### src/design/ipf_pkg.sv
/*
  Constants and types shared by the input pulse filter.
  Assumes a 50 MHz controller clock; all counts are derived from it.
*/
package ipf_pkg;
  localparam int unsigned CLK_PERIOD_NS = 20;
  localparam int unsigned CYC_PER_MS = 1000000 / CLK_PERIOD_NS;
  localparam int unsigned CNT_W = 19;

  // Hard filter grows by 2.4 us per preset step
  localparam int unsigned HARD_STEP_NS = 2400;
  localparam int unsigned HARD_STEP_CYC = (HARD_STEP_NS + CLK_PERIOD_NS - 1) / CLK_PERIOD_NS;
  localparam int unsigned I0_ON_BASE_NS = 4000;
  localparam int unsigned I0_ON_BASE_CYC = (I0_ON_BASE_NS + CLK_PERIOD_NS - 1) / CLK_PERIOD_NS;
  localparam int unsigned OFF_BASE_NS = 6000;
  localparam int unsigned OFF_BASE_CYC = (OFF_BASE_NS + CLK_PERIOD_NS - 1) / CLK_PERIOD_NS;
  localparam int unsigned IN_ON_BASE_NS = 13000;
  localparam int unsigned IN_ON_BASE_CYC = (IN_ON_BASE_NS + CLK_PERIOD_NS - 1) / CLK_PERIOD_NS;
  localparam int unsigned IN_ON_FLOOR_NS = 20000;
  localparam int unsigned IN_ON_FLOOR_CYC = (IN_ON_FLOOR_NS + CLK_PERIOD_NS - 1) / CLK_PERIOD_NS;
  localparam int unsigned IN_ON_FLOOR_MAX_N = 2;
  localparam int unsigned IN_OFF_FLOOR_US = 120;
  localparam int unsigned IN_OFF_FLOOR_MAX_N = 47;

  localparam logic [7:0] HARD_PRESET_RST = 8'h0A;

  // Soft widths, encoded 0..3
  localparam logic [1:0] SOFT_SEL_0MS = 2'h0;
  localparam logic [1:0] SOFT_SEL_3MS = 2'h1;
  localparam logic [1:0] SOFT_SEL_7MS = 2'h2;
  localparam logic [1:0] SOFT_SEL_10MS = 2'h3;
  localparam logic [1:0] SOFT_SEL_RST = SOFT_SEL_3MS;
  localparam int unsigned SOFT_A_MS = 3;
  localparam int unsigned SOFT_B_MS = 7;
  localparam int unsigned SOFT_C_MS = 10;
  localparam int unsigned FIXED_MS = 3;

  localparam int unsigned NUM_GROUPS = 4;
  localparam logic [7:0] SMALL_UNIT_MASK = 8'h3F;
  localparam logic [7:0] FULL_UNIT_MASK = 8'hFF;

  typedef enum logic {
    IPF_CFG_IDLE,
    IPF_CFG_PENDING
  } ipf_cfg_state_t;
endpackage : ipf_pkg

### src/design/ipf_debounce.sv
/*
  Saturating-counter pulse filter for one input with separate rise and fall widths.
  Assumes the input is synchronous to clk_i and the widths are stable between loads.
*/
`timescale 1ns/1ps
module ipf_debounce (
  input wire logic clk_i, // Controller clock
  input wire logic resetn_i, // Async reset, active low
  input wire logic d_i, // Raw level
  input wire logic [ipf_pkg::CNT_W-1:0] on_cyc_i, // Cycles a high level must hold
  input wire logic [ipf_pkg::CNT_W-1:0] off_cyc_i, // Cycles a low level must hold
  output logic q_o // Filtered level
);
  logic [ipf_pkg::CNT_W-1:0] cnt;
  logic [ipf_pkg::CNT_W-1:0] need;
  logic [ipf_pkg::CNT_W-1:0] next_cnt;

  assign need = d_i ? on_cyc_i : off_cyc_i;
  // Saturate so a width lowered mid-pulse cannot wrap the count
  assign next_cnt = (cnt == {ipf_pkg::CNT_W{1'b1}}) ? cnt : cnt + 1'b1;

  always_ff @(posedge clk_i or negedge resetn_i) begin
    if (!resetn_i) begin
      cnt <= '0;
      q_o <= 1'b0;
    end else if (d_i == q_o) begin
      cnt <= '0;
    end else if (next_cnt >= need) begin
      cnt <= '0;
      q_o <= d_i;
    end else begin
      cnt <= next_cnt;
    end
  end
endmodule : ipf_debounce

### src/design/ipf_cfg.sv
/*
  Filter setting store: captures a load, applies it at the next scan boundary.
  Assumes load and clear are one-cycle strobes from the program loader side.
*/
`timescale 1ns/1ps
module ipf_cfg (
  input wire logic clk_i, // Controller clock
  input wire logic resetn_i, // Async reset, active low
  input wire logic load_i, // Load new settings, pulse
  input wire logic clear_i, // Return to defaults, pulse
  input wire logic scan_end_i, // End of program scan, pulse
  input wire logic [7:0] preset_i, // Hard preset to load
  input wire logic [7:0] soft_sel_i, // Four soft selects to load
  output logic [7:0] preset_o, // Active hard preset
  output logic [7:0] soft_sel_o, // Active soft selects
  output logic pending_o // Load waiting for scan end
);
  ipf_pkg::ipf_cfg_state_t state;
  logic [7:0] stage_preset;
  logic [7:0] stage_soft;

  assign pending_o = (state == ipf_pkg::IPF_CFG_PENDING);

  always_ff @(posedge clk_i or negedge resetn_i) begin
    if (!resetn_i) begin
      state <= ipf_pkg::IPF_CFG_IDLE;
      stage_preset <= ipf_pkg::HARD_PRESET_RST;
      stage_soft <= {ipf_pkg::NUM_GROUPS{ipf_pkg::SOFT_SEL_RST}};
    end else if (clear_i) begin
      state <= ipf_pkg::IPF_CFG_PENDING;
      stage_preset <= ipf_pkg::HARD_PRESET_RST;
      stage_soft <= {ipf_pkg::NUM_GROUPS{ipf_pkg::SOFT_SEL_RST}};
    end else if (load_i) begin
      state <= ipf_pkg::IPF_CFG_PENDING;
      stage_preset <= preset_i;
      stage_soft <= soft_sel_i;
    end else begin
      case (state)
        ipf_pkg::IPF_CFG_PENDING: begin
          if (scan_end_i) begin
            state <= ipf_pkg::IPF_CFG_IDLE;
          end
        end
        default: begin
          state <= ipf_pkg::IPF_CFG_IDLE;
        end
      endcase
    end
  end

  // Settings move only at a scan boundary, never while a load is arriving
  always_ff @(posedge clk_i or negedge resetn_i) begin
    if (!resetn_i) begin
      preset_o <= ipf_pkg::HARD_PRESET_RST;
      soft_sel_o <= {ipf_pkg::NUM_GROUPS{ipf_pkg::SOFT_SEL_RST}};
    end else if (pending_o && scan_end_i && !load_i && !clear_i) begin
      preset_o <= stage_preset;
      soft_sel_o <= stage_soft;
    end
  end
endmodule : ipf_cfg

### src/design/ipf_top.sv
/*
  Input pulse filter for the digital inputs: hard, soft and fixed filters with scan sampling.
  Assumes raw inputs are already synchronous to clk_i and scan_end_i pulses once per scan.
*/
`timescale 1ns/1ps
// Summary of operation
// Pulses shorter than the selected width never change the filtered state.
// Catch and counter paths use hard filter only; normal reads use both.
// Hard preset is 0 to 255, default 10 after clearing settings.
// Soft width is 0, 3, 7 or 10 ms, default 3 ms.
// Inputs ten to fifteen and expansion inputs use a fixed 3 ms filter.
// Normal inputs need the filter width plus one scan to be seen.
// Input zero hard span: ON about 4-616 us, OFF about 6-618 us.
// Inputs one to seven hard span: ON about 20-625, OFF 120-618 us.
// Widths fall in reject, indefinite or accept bands per filter.
// Input zero ON accept above 2.4N+4 us, reject below 0.8N-1 us.
// Inputs one-seven: ON accept 20 or 2.4N+13; OFF accept 120 or 2.4N+6.
// Default preset: catch ON 28/37 us, OFF 30/120 us minimum.
// Default preset: counters a and d to 10 kHz, b and c to 5 kHz.
// Higher preset lowers counter frequency; too low invites noise trouble.
// Soft width zero leaves only the hard filter for that group.
// Soft groups: input zero, input one, inputs two-three, inputs four-seven.
// On the ten-point unit group four holds only inputs four and five.
// Each filter is a saturating counter; output follows after a held level.
// Settings change only from a stable load, without glitching outputs.
module ipf_top #(
  parameter int unsigned SOFT_A_CYC = ipf_pkg::SOFT_A_MS * ipf_pkg::CYC_PER_MS, // 3 ms
  parameter int unsigned SOFT_B_CYC = ipf_pkg::SOFT_B_MS * ipf_pkg::CYC_PER_MS, // 7 ms
  parameter int unsigned SOFT_C_CYC = ipf_pkg::SOFT_C_MS * ipf_pkg::CYC_PER_MS, // 10 ms
  parameter int unsigned FIXED_CYC = ipf_pkg::FIXED_MS * ipf_pkg::CYC_PER_MS, // 3 ms
  parameter int unsigned IN_OFF_FLOOR_CYC = ipf_pkg::IN_OFF_FLOOR_US * 1000 / ipf_pkg::CLK_PERIOD_NS // 120 us
) (
  input wire logic clk_i, // Controller clock, 50 MHz
  input wire logic resetn_i, // Async reset, active low
  input wire logic [7:0] raw_in_i, // Raw inputs zero to seven
  input wire logic [5:0] raw_aux_i, // Raw base inputs ten to fifteen
  input wire logic [15:0] raw_exp_i, // Raw expansion-station inputs
  input wire logic scan_end_i, // End of program scan, pulse
  input wire logic small_unit_i, // Ten-point base unit fitted
  input wire logic cfg_load_i, // Load filter setup, pulse
  input wire logic cfg_clear_i, // Clear filter setup to defaults, pulse
  input wire logic [7:0] hard_preset_i, // Hard preset to load
  input wire logic [7:0] soft_sel_i, // Soft selects, two bits per group
  output logic [7:0] fast_o, // Hard-filtered levels for catch and counters
  output logic [7:0] normal_o, // Scan-sampled normal inputs zero to seven
  output logic [5:0] aux_o, // Scan-sampled inputs ten to fifteen
  output logic [15:0] exp_o, // Scan-sampled expansion inputs
  output logic [7:0] hard_preset_o, // Active hard preset
  output logic [7:0] soft_sel_o, // Active soft selects
  output logic cfg_pending_o // Setup load awaiting scan end
);
  logic [7:0] present;
  logic [7:0] gated_in;
  logic [7:0] hard_q;
  logic [7:0] soft_q;
  logic [7:0] normal_src;
  logic [5:0] aux_q;
  logic [15:0] exp_q;
  logic [7:0] act_preset;
  logic [7:0] act_soft;
  logic [ipf_pkg::CNT_W-1:0] fixed_cyc;

  // Rise width of the hard filter for input idx at preset n
  function automatic logic [ipf_pkg::CNT_W-1:0] hard_on_cyc(input int unsigned idx, input logic [7:0] n);
    int unsigned c;
    c = 0;
    if (idx == 0) begin
      c = n * ipf_pkg::HARD_STEP_CYC + ipf_pkg::I0_ON_BASE_CYC;
    end else if (n <= ipf_pkg::IN_ON_FLOOR_MAX_N) begin
      c = ipf_pkg::IN_ON_FLOOR_CYC;
    end else begin
      c = n * ipf_pkg::HARD_STEP_CYC + ipf_pkg::IN_ON_BASE_CYC;
    end
    return c[ipf_pkg::CNT_W-1:0];
  endfunction : hard_on_cyc

  // Fall width of the hard filter for input idx at preset n
  function automatic logic [ipf_pkg::CNT_W-1:0] hard_off_cyc(input int unsigned idx, input logic [7:0] n);
    int unsigned c;
    c = 0;
    if (idx != 0 && n <= ipf_pkg::IN_OFF_FLOOR_MAX_N) begin
      c = IN_OFF_FLOOR_CYC;
    end else begin
      c = n * ipf_pkg::HARD_STEP_CYC + ipf_pkg::OFF_BASE_CYC;
    end
    return c[ipf_pkg::CNT_W-1:0];
  endfunction : hard_off_cyc

  // Soft group of input idx
  function automatic int unsigned group_of(input int unsigned idx);
    int unsigned g;
    g = 3;
    if (idx == 0) begin
      g = 0;
    end else if (idx == 1) begin
      g = 1;
    end else if (idx <= 3) begin
      g = 2;
    end
    return g;
  endfunction : group_of

  // Soft width in cycles for one two-bit select
  function automatic logic [ipf_pkg::CNT_W-1:0] soft_cyc(input logic [1:0] sel);
    int unsigned c;
    c = 0;
    case (sel)
      ipf_pkg::SOFT_SEL_3MS: c = SOFT_A_CYC;
      ipf_pkg::SOFT_SEL_7MS: c = SOFT_B_CYC;
      ipf_pkg::SOFT_SEL_10MS: c = SOFT_C_CYC;
      default: c = 0;
    endcase
    return c[ipf_pkg::CNT_W-1:0];
  endfunction : soft_cyc

  ipf_cfg u_cfg (
    .clk_i(clk_i),
    .resetn_i(resetn_i),
    .load_i(cfg_load_i),
    .clear_i(cfg_clear_i),
    .scan_end_i(scan_end_i),
    .preset_i(hard_preset_i),
    .soft_sel_i(soft_sel_i),
    .preset_o(act_preset),
    .soft_sel_o(act_soft),
    .pending_o(cfg_pending_o)
  );

  assign hard_preset_o = act_preset;
  assign soft_sel_o = act_soft;

  // Absent inputs six and seven on the ten-point unit read as off
  assign present = small_unit_i ? ipf_pkg::SMALL_UNIT_MASK : ipf_pkg::FULL_UNIT_MASK;
  assign gated_in = raw_in_i & present;
  assign fixed_cyc = FIXED_CYC[ipf_pkg::CNT_W-1:0];

  // Higher presets stretch both widths, so counters top out at lower rates;
  // at the default preset input zero needs 28 us high, inputs one-seven 37 us.
  genvar gi;
  generate
    for (gi = 0; gi < 8; gi++) begin : g_in
      ipf_debounce u_hard (
        .clk_i(clk_i),
        .resetn_i(resetn_i),
        .d_i(gated_in[gi]),
        .on_cyc_i(hard_on_cyc(gi, act_preset)),
        .off_cyc_i(hard_off_cyc(gi, act_preset)),
        .q_o(hard_q[gi])
      );

      ipf_debounce u_soft (
        .clk_i(clk_i),
        .resetn_i(resetn_i),
        .d_i(hard_q[gi]),
        .on_cyc_i(soft_cyc(act_soft[2*group_of(gi) +: 2])),
        .off_cyc_i(soft_cyc(act_soft[2*group_of(gi) +: 2])),
        .q_o(soft_q[gi])
      );

      // Zero width bypasses the soft stage rather than adding a cycle
      assign normal_src[gi] = (act_soft[2*group_of(gi) +: 2] == ipf_pkg::SOFT_SEL_0MS) ?
                              hard_q[gi] : soft_q[gi];
    end

    for (gi = 0; gi < 6; gi++) begin : g_aux
      ipf_debounce u_fixed (
        .clk_i(clk_i),
        .resetn_i(resetn_i),
        .d_i(raw_aux_i[gi]),
        .on_cyc_i(fixed_cyc),
        .off_cyc_i(fixed_cyc),
        .q_o(aux_q[gi])
      );
    end

    for (gi = 0; gi < 16; gi++) begin : g_exp
      ipf_debounce u_fixed (
        .clk_i(clk_i),
        .resetn_i(resetn_i),
        .d_i(raw_exp_i[gi]),
        .on_cyc_i(fixed_cyc),
        .off_cyc_i(fixed_cyc),
        .q_o(exp_q[gi])
      );
    end
  endgenerate

  // Catch and counter consumers see the hard stage one register later
  always_ff @(posedge clk_i or negedge resetn_i) begin
    if (!resetn_i) begin
      fast_o <= 8'h00;
    end else begin
      fast_o <= hard_q;
    end
  end

  // Normal reads are taken once per scan, which adds the extra scan of delay
  always_ff @(posedge clk_i or negedge resetn_i) begin
    if (!resetn_i) begin
      normal_o <= 8'h00;
      aux_o <= 6'h00;
      exp_o <= 16'h0000;
    end else if (scan_end_i) begin
      normal_o <= normal_src;
      aux_o <= aux_q;
      exp_o <= exp_q;
    end
  end
endmodule : ipf_top

### config.mk
export PLATFORM = sky130hd
export DESIGN_NAME = ipf_top
export DESIGN_NICKNAME = d
export VERILOG_FILES = /design/src/design/ipf_pkg.sv /design/src/design/ipf_debounce.sv /design/src/design/ipf_cfg.sv /design/src/design/ipf_top.sv
export SDC_FILE = /design/constraint.sdc
export NUM_CORES = 2
export LEC_CHECK = 0
export ABC_AREA = 1
export BUFFER_PORTS_ARGS = -buffer_cell sky130_fd_sc_hd__buf_2
export CAP_MARGIN = 10
export CORE_UTILIZATION = 50
export DETAILED_ROUTE_END_ITERATION = 8
export GPL_TIMING_DRIVEN = 0
export PLACE_DENSITY = 0.63
export SYNTH_ARGS = -nofsm -noshare
export SYNTH_HDL_FRONTEND = slang
export SYNTH_SLANG_ARGS = --single-unit
### constraint.sdc
create_clock -name clk_i -period 5 [get_ports clk_i]
set_input_delay 0 -clock clk_i [delete_from_list [all_inputs] [get_ports clk_i]]
set_output_delay 0 -clock clk_i [all_outputs]
set_load 0.02 [all_outputs]
# ---- Word level (Yosys, flattened, before mapping)
# Index checks and enable logic that the tools add are counted.
dict set report totals {
  register_bits 831
  wordCells 487
}
dict set report classes {
  addsub 41
  n_mul 1
  order_cmp 40
  eq_ne 88
  n_mux 145
  bitwise_logic 39
  n_reduce_logical 48
}
# cell count
set op_table {}
lappend op_table {{19-bit 2-to-1 mux} 114}
lappend op_table {{19-bit by 1-bit adder with 19-bit output, second input constant} 38}
lappend op_table {{19-bit == test, second input constant} 38}
lappend op_table {{19-bit by 18-bit >= comparator with 1-bit output, second input constant} 22}
lappend op_table {{19-bit >= comparator} 16}
lappend op_table {{19-bit one-hot mux with 3 select lines} 4}
lappend op_table {{16-bit 2-to-1 mux} 10}
lappend op_table {{2-bit AND reduction} 38}
lappend op_table {{8-bit 2-to-1 mux} 5}
lappend op_table {{1-bit == test} 38}
lappend op_table {{1-bit NOT} 38}
lappend op_table {{15-bit by 10-bit adder with 16-bit output, second input constant} 1}
lappend op_table {{15-bit by 8-bit adder with 16-bit output, second input constant} 1}
lappend op_table {{15-bit by 9-bit adder with 16-bit output, second input constant} 1}
lappend op_table {{2-bit == test, second input constant} 8}
lappend op_table {{8-bit by 4-bit multiplier with 12-bit output, second input constant} 1}
lappend op_table {{1-bit 2-to-1 mux} 12}
lappend op_table {{8-bit bitwise AND} 1}
lappend op_table {{2-bit by 1-bit == test with 1-bit output, second input constant} 4}
lappend op_table {{8-bit by 2-bit less-or-equal comparator with 1-bit output, second input constant} 1}
lappend op_table {{8-bit by 6-bit less-or-equal comparator with 1-bit output, second input constant} 1}
lappend op_table {{2-bit logical NOT} 4}
lappend op_table {{1-bit logical AND} 3}
lappend op_table {{1-bit logical NOT} 2}
lappend op_table {{2-bit nonzero test} 1}

# ---- Depth between registers and ports, before layout
dict set report depth {
  word_depth 7
  ltp_mapped 30
  ltp_nobuf 30
}

# ---- Cells and area by module
# From an unflattened synthesis, not the netlist that was laid out.
dict set report hier_totals {
  hier_cells 11723
  area_unflattened_um2 81630.8
}
# mod instances cells_per_inst area_per_inst_um2 seq_area_each_um2
set by_module_without_submodules {}
lappend by_module_without_submodules {{ipf_debounce at g_aux[0].u_fixed ...} 37 293 2014.4 500.5}
lappend by_module_without_submodules {ipf_top 1 449 3662.3 950.9}
lappend by_module_without_submodules {{ipf_debounce at g_exp[5].u_fixed} 1 288 2097.0 500.5}
lappend by_module_without_submodules {ipf_cfg 1 145 1337.5 840.8}

# ---- Least setup slack after synthesis
# No wires, ideal clock.
dict set report synth_timing {
  kind {reg2reg}
  from {reg u_cfg.preset_o[5]}
  to {reg g_in[5].u_hard.cnt[3] (netlist name)}
  setup_ns 0.123
  t_arrival_ns 4.629
  path_slack_ns 0.248
  stages_incl_launch_ff 29
  n_path_buf 1
  path_cell_list {dfrtp_1 > inv_1 > fa_1 > fa_1 > inv_1 > ha_1 > nand2_1 > inv_1 > a21oi_1 > nand2_1 > nand2_1 > nand2_1 > nor2_2 > nand3_1 > nand2_1 > nand4_1 > nand2_1 > inv_1 > ha_1 > nand2_1 > nor2_1 > nand4_1 > nor3_1 > nor2_1 > nand2_1 > nor2_1 > nand4_1 > buf_2 > nor2_1}
}
dict set report synth_via {
  elab_chain_cells 7
}
# element line
set synth_rtl {}
lappend synth_rtl {{start: declaration} ipf_cfg.sv:14} ;# output logic [7:0] preset_o,
lappend synth_rtl {{start signal: assignment} ipf_cfg.sv:54} ;# preset_o <= ipf_pkg::HARD_PRESET_RST;
lappend synth_rtl {{start signal: assignment} ipf_cfg.sv:57} ;# preset_o <= stage_preset;
lappend synth_rtl {{8-bit by 4-bit multiplier with 12-bit output} {ipf_top.sv:72, ipf_top.sv:84}}
lappend synth_rtl {{15-bit by 9-bit adder with 16-bit output / 15-bit by 10-bit adder with 16-bit output (equally long branches)} {ipf_top.sv:84, ipf_top.sv:72}}
lappend synth_rtl {{16-bit 2-to-1 mux (on tied branches)} {ipf_top.sv:81, ipf_top.sv:69}}
lappend synth_rtl {{16-bit 2-to-1 mux *} ipf_debounce.sv:18} ;# assign need = d_i ? on_cyc_i : off_cyc_i;
lappend synth_rtl {{19-bit >= comparator *} ipf_debounce.sv:28} ;# end else if (next_cnt >= need) begin
lappend synth_rtl {{19-bit 2-to-1 mux *} ipf_debounce.sv:28}
lappend synth_rtl {{19-bit 2-to-1 mux *} ipf_debounce.sv:26} ;# end else if (d_i == q_o) begin
lappend synth_rtl {{end signal: assignment} ipf_debounce.sv:32} ;# cnt <= next_cnt;
lappend synth_rtl {{end: declaration} ipf_debounce.sv:14} ;# logic [ipf_pkg::CNT_W-1:0] cnt;
# Mark *: on every way between the ends. The rest lies on a longest branch, timed or not.
# A chain may end at the register's enable or synchronous reset.

# ---- Worst setup path in the final report
dict set report layout_timing {
  from {reg u_cfg.preset_o[3]}
  to {reg g_in[3].u_hard.cnt[9] (netlist name)}
}
dict set report layout_via {
  elab_chain_cells 7
}
# element line
set layout_rtl {}
lappend layout_rtl {{8-bit by 4-bit multiplier with 12-bit output} {ipf_top.sv:72, ipf_top.sv:84}}
lappend layout_rtl {{15-bit by 9-bit adder with 16-bit output / 15-bit by 10-bit adder with 16-bit output (equally long branches)} {ipf_top.sv:84, ipf_top.sv:72}}
lappend layout_rtl {{16-bit 2-to-1 mux (on tied branches)} {ipf_top.sv:81, ipf_top.sv:69}}
lappend layout_rtl {{16-bit 2-to-1 mux *} ipf_debounce.sv:18}
lappend layout_rtl {{19-bit >= comparator *} ipf_debounce.sv:28}
lappend layout_rtl {{19-bit 2-to-1 mux *} ipf_debounce.sv:28}
lappend layout_rtl {{19-bit 2-to-1 mux *} ipf_debounce.sv:26}
lappend layout_rtl {{end signal: assignment} ipf_debounce.sv:32}
lappend layout_rtl {{end: declaration} ipf_debounce.sv:14}
# Marked as above.

==> insert_results.sql <==
INSERT INTO impl_metrics (metric_group, metric, value, unit) VALUES
('clock_network', 'max-clock-path-buffers', '3', ''),
('synthesis', 'post_synth_inst_count', '8502', ''),
('sta', 'finalCritPeriodShare', '98.7', '%'),
('clock_network', 'numCtsBuffers', '99', ''),
('power', 'leakagePower', '33.2', 'nW'),
('clock_network', 'cts_sinks', '831', ''),
('layout', 'layout.area.seq', '20800', 'um^2'),
('sta', 'timing_worst_slew_pin_value', '987', 'ps'),
('layout', 'synthToLayoutAreaGrowth', '14.3', '%'),
('drt', 'route.detailed.drc', '0', ''),
('synthesis', 'synth_async_sr_flop_share', '100', '%'),
('global_routing', 'grt_overflow', '0', ''),
('sta', 'slew_viols_final', '0', ''),
('floorplan', 'initial_utilization', '50.4', '%'),
('floorplan', 'die_height', '350', 'um'),
('layout', 'design.final.nets', '9286', ''),
('power', 'ir_worst_vdd', '0.368', 'mV'),
('drt', 'wire_per_inst', '14.1', 'um'),
('worst_setup_path', 'critical_path_required', '5620', 'ps'),
('place', 'io_buffers', '103', ''),
('worst_setup_path', 'worst_r2r_endpoint', 'g_in[3].u_hard.cnt[9]', ''),
('worst_setup_path', 'reg2regPathDepth', '25', ''),
('hold_path', 'hold_path.class', 'in2reg', ''),
('drt', 'drt_iter0_drc', '3132', ''),
('sta', 'setup-violations-final', '0', ''),
('synthesis', 'post-synth-top-count-cell', 'sky130_fd_sc_hd__nand2_1', ''),
('synthesis', 'syn-mean-instance-area', '7.10', 'um^2'),
('drt', 'met3_wirelength', '6090', 'um'),
('clock_network', 'cts.root.buffer_cell', 'sky130_fd_sc_hd__clkbuf_16', ''),
('global_routing', 'global_route.usage.total', '24.5', '%'),
('synthesis', 'synthesis_stage_register_bit_count', '831', ''),
('synthesis', 'netlist_area', '60400', 'um^2'),
('synthesis', 'synth_area_leader_cell', 'sky130_fd_sc_hd__dfrtp_1', ''),
('worst_setup_path', 'startpoint', 'u_cfg.preset_o[3]', ''),
('synthesis', 'synth-edff-count', '0', ''),
('worst_setup_path', 'worst_setup_path_end_kind', 'register', ''),
('clock_network', 'htree_num_levels', '3', ''),
('floorplan', 'floorplan.die_area', '122000', 'um^2'),
('worst_setup_path', 'cp-endpoint', 'g_in[3].u_hard.cnt[9]', ''),
('layout', 'fillCellCount', '11700', ''),
('place', 'placement_cell_area', '63300', 'um^2'),
('sta', 'post_route_skew', '16.7', 'ps'),
('drt', 'avgViaCountPerCell', '5.06', ''),
('clock_network', 'tritoncts_clock_tree', 'built', ''),
('floorplan', 'boundaryPins', '107', ''),
('global_routing', 'wire_length_of_the_first_global_routing_pass', '250000', 'um'),
('synthesis', 'synth.top_cells.by_count', '2193 x sky130_fd_sc_hd__nand2_1, 1356 x sky130_fd_sc_hd__nor2_1, 1194 x sky130_fd_sc_hd__inv_1', ''),
('worst_setup_path', 'cp.arrival', '5550', 'ps'),
('synthesis', 'synth-seq-area-share', '34.5', '%'),
('worst_setup_path', 'worst-path-max-fanout', '6', ''),
('run', 'cap_viol_max_count', '0', ''),
('drt', 'routed-via-count', '53600', ''),
('worst_setup_path', 'worstSetupPathType', 'reg2reg', ''),
('global_routing', 'grt_pass1_vias', '51400', ''),
('worst_setup_path', 'setup.worst_path.start_class', 'register', ''),
('synthesis', 'synthDistinctLibCells', '67', ''),
('floorplan', 'core.rowCount', '127', ''),
('clock_network', 'cts.clk_slew.worst_paths', '60', 'ps'),
('synthesis', 'yosysTopAreaCellShare', '33.9', '%'),
('synthesis', 'top_post_synthesis_cells_by_area', 'sky130_fd_sc_hd__dfrtp_1 34%, sky130_fd_sc_hd__nand2_1 14%, sky130_fd_sc_hd__nor2_1 8.4%, sky130_fd_sc_hd__inv_1 7.4%, sky130_fd_sc_hd__ha_1 6.6%', ''),
('floorplan', 'fp.coreArea', '120000', 'um^2'),
('sta', 'slew_headroom', '34.2', '%'),
('outcome', 'status', 'finished, final reports clean', ''),
('sta', 'hold_viol', '0', ''),
('drt', 'uppermost_layer_routed', 'met5', ''),
('layout', 'post-route-cell-area', '69100', 'um^2'),
('synthesis', 'number_of_warning_messages_in_the_yosys_log', '0', ''),
('layout', 'final_core_utilization', '57.6', '%'),
('sta', 'grt_setup_unrepaired', 'true', ''),
('place', 'place_hpwl', '112000', 'um'),
('drt', 'met1_length', '70300', 'um');
[cells in the final DEF (no fill, tap or decap), types with 126 or more instances in the layout]
cell type,synthesis,final
sky130_fd_sc_hd__nand2_1,2193,2153
sky130_fd_sc_hd__nor2_1,1356,1334
sky130_fd_sc_hd__inv_1,1194,1185
sky130_fd_sc_hd__dfrtp_1,819,814
sky130_fd_sc_hd__nand3_1,588,577
sky130_fd_sc_hd__ha_1,319,311
sky130_fd_sc_hd__xor2_1,278,278
sky130_fd_sc_hd__nor2_2,216,229
sky130_fd_sc_hd__o21ai_0,210,202
sky130_fd_sc_hd__nand4_1,198,198
sky130_fd_sc_hd__a21oi_1,194,189
sky130_fd_sc_hd__buf_2,29,126
[cell families after synthesis]
| kind of cell | count (synthesis) | share of synthesized area [%] |
|---|---|---|
| xor+xnor | 362 | 5.29 |
| simple gates | 4973 | 37.2 |
| buf+inv | 1342 | 9.09 |
| other cells | 1 | 0.00621 |
| mux | 50 | 0.874 |
| flops | 831 | 34.5 |
| compound gates | 611 | 6.09 |
| fa+ha+maj | 332 | 7.04 |
[worst min-delay path by stage]
stage	start	endpoint	depth (start not counted)
2_1_floorplan	resetn_i	aux_o[0]	0
3_3_place_gp	raw_exp_i[0]	g_exp[0].u_fixed.q_o	3
3_5_place_dp	resetn_i	g_aux[5].u_fixed.cnt[13]	1
4_1_cts	raw_exp_i[0]	g_exp[0].u_fixed.q_o	4
5_1_grt	raw_aux_i[5]	g_aux[5].u_fixed.q_o	4
6_report	cfg_clear_i	u_cfg.stage_preset[7]	5
[layer usage]
metal	vias to the layer above	GRT usage [%]
li1	27600	-
met1	24800	33.4
met2	909	40.4
met3	231	3.31
met4	4	6.87
met5	-	0
[state kept, by name (all words and copies together), names as in the netlist, 16 cells and up]
signal	flops
exp_o	16
g_exp.u_fixed.cnt	304
g_in.u_hard.cnt	152
g_exp.u_fixed.q_o	16
g_aux.u_fixed.cnt	114
g_in.u_soft.cnt	152
[critical path, cell delays in order, from the launching register on]
cell and delay [ps]:
sky130_fd_sc_hd__dfstp_2 570, sky130_fd_sc_hd__buf_6 110, sky130_fd_sc_hd__fa_1 430, sky130_fd_sc_hd__fa_1 540
sky130_fd_sc_hd__ha_4 360, sky130_fd_sc_hd__buf_12 120, sky130_fd_sc_hd__xor2_4 260, sky130_fd_sc_hd__buf_6 150
sky130_fd_sc_hd__nor2_1 60, sky130_fd_sc_hd__o21ai_2 170, sky130_fd_sc_hd__buf_4 150, sky130_fd_sc_hd__nand3_4 120
sky130_fd_sc_hd__inv_2 120, sky130_fd_sc_hd__nand2_1 50, sky130_fd_sc_hd__o21ai_1 160, sky130_fd_sc_hd__ha_1 290
sky130_fd_sc_hd__nand2_2 100, sky130_fd_sc_hd__nor2_1 70, sky130_fd_sc_hd__a211oi_2 150, sky130_fd_sc_hd__nand3_1 90
sky130_fd_sc_hd__nand2_1 60, sky130_fd_sc_hd__nand2_1 80, sky130_fd_sc_hd__nand2_2 90, sky130_fd_sc_hd__nand4_1 250
sky130_fd_sc_hd__buf_6 240, sky130_fd_sc_hd__nor2_1 90
[per-stage QoR]
step | power, W | hold WS, ps | cells | setup slack, ps | setup TNS [ps]
final | 0.0212 | 51.0 | 10600 | 66.1 | 0
after global placement | 0.0120 | 219 | 10300 | -14480 | -
after detailed placement | 0.0121 | -172 | 10300 | -928 | -81150
after global routing | 0.0223 | 50.9 | 10600 | -194 | -9500
after CTS | 0.0204 | 1.13 | 10500 | 5.29 | 0
after floorplan | 0.0106 | -296 | 8547 | 248 | 0
[what timing repair did]
item                                   CTS  global route
gates cloned                             0             4
setup endpoints to repair              136           136
buffers inserted                        16            55
resized for setup                       54           156
endpoints found under the hold margin  894             0
hold buffers                            68             0
pin swaps                                6            46
[where the power goes]
group,total (W),internal (W),switching (W)
Sequential,0.00726,0.00699,0.000271
Combinational,0.00612,0.00222,0.00391
Clock,0.00780,0.00476,0.00304
Total,0.0212,0.0140,0.00722
[cell type report]
type                       instances  area share, %
buffer                           113           1.36
antenna                            1        0.00362
clock inverter                    54           1.09
tap                             1612           2.92
multi-input combinational       6374           50.6
timing repair buffer             254           3.13
sequential                       831           30.1
clock buffer                     129           4.03
inverter                        1229           6.70
No activity file was read; power rests on OpenSTA's default activity.
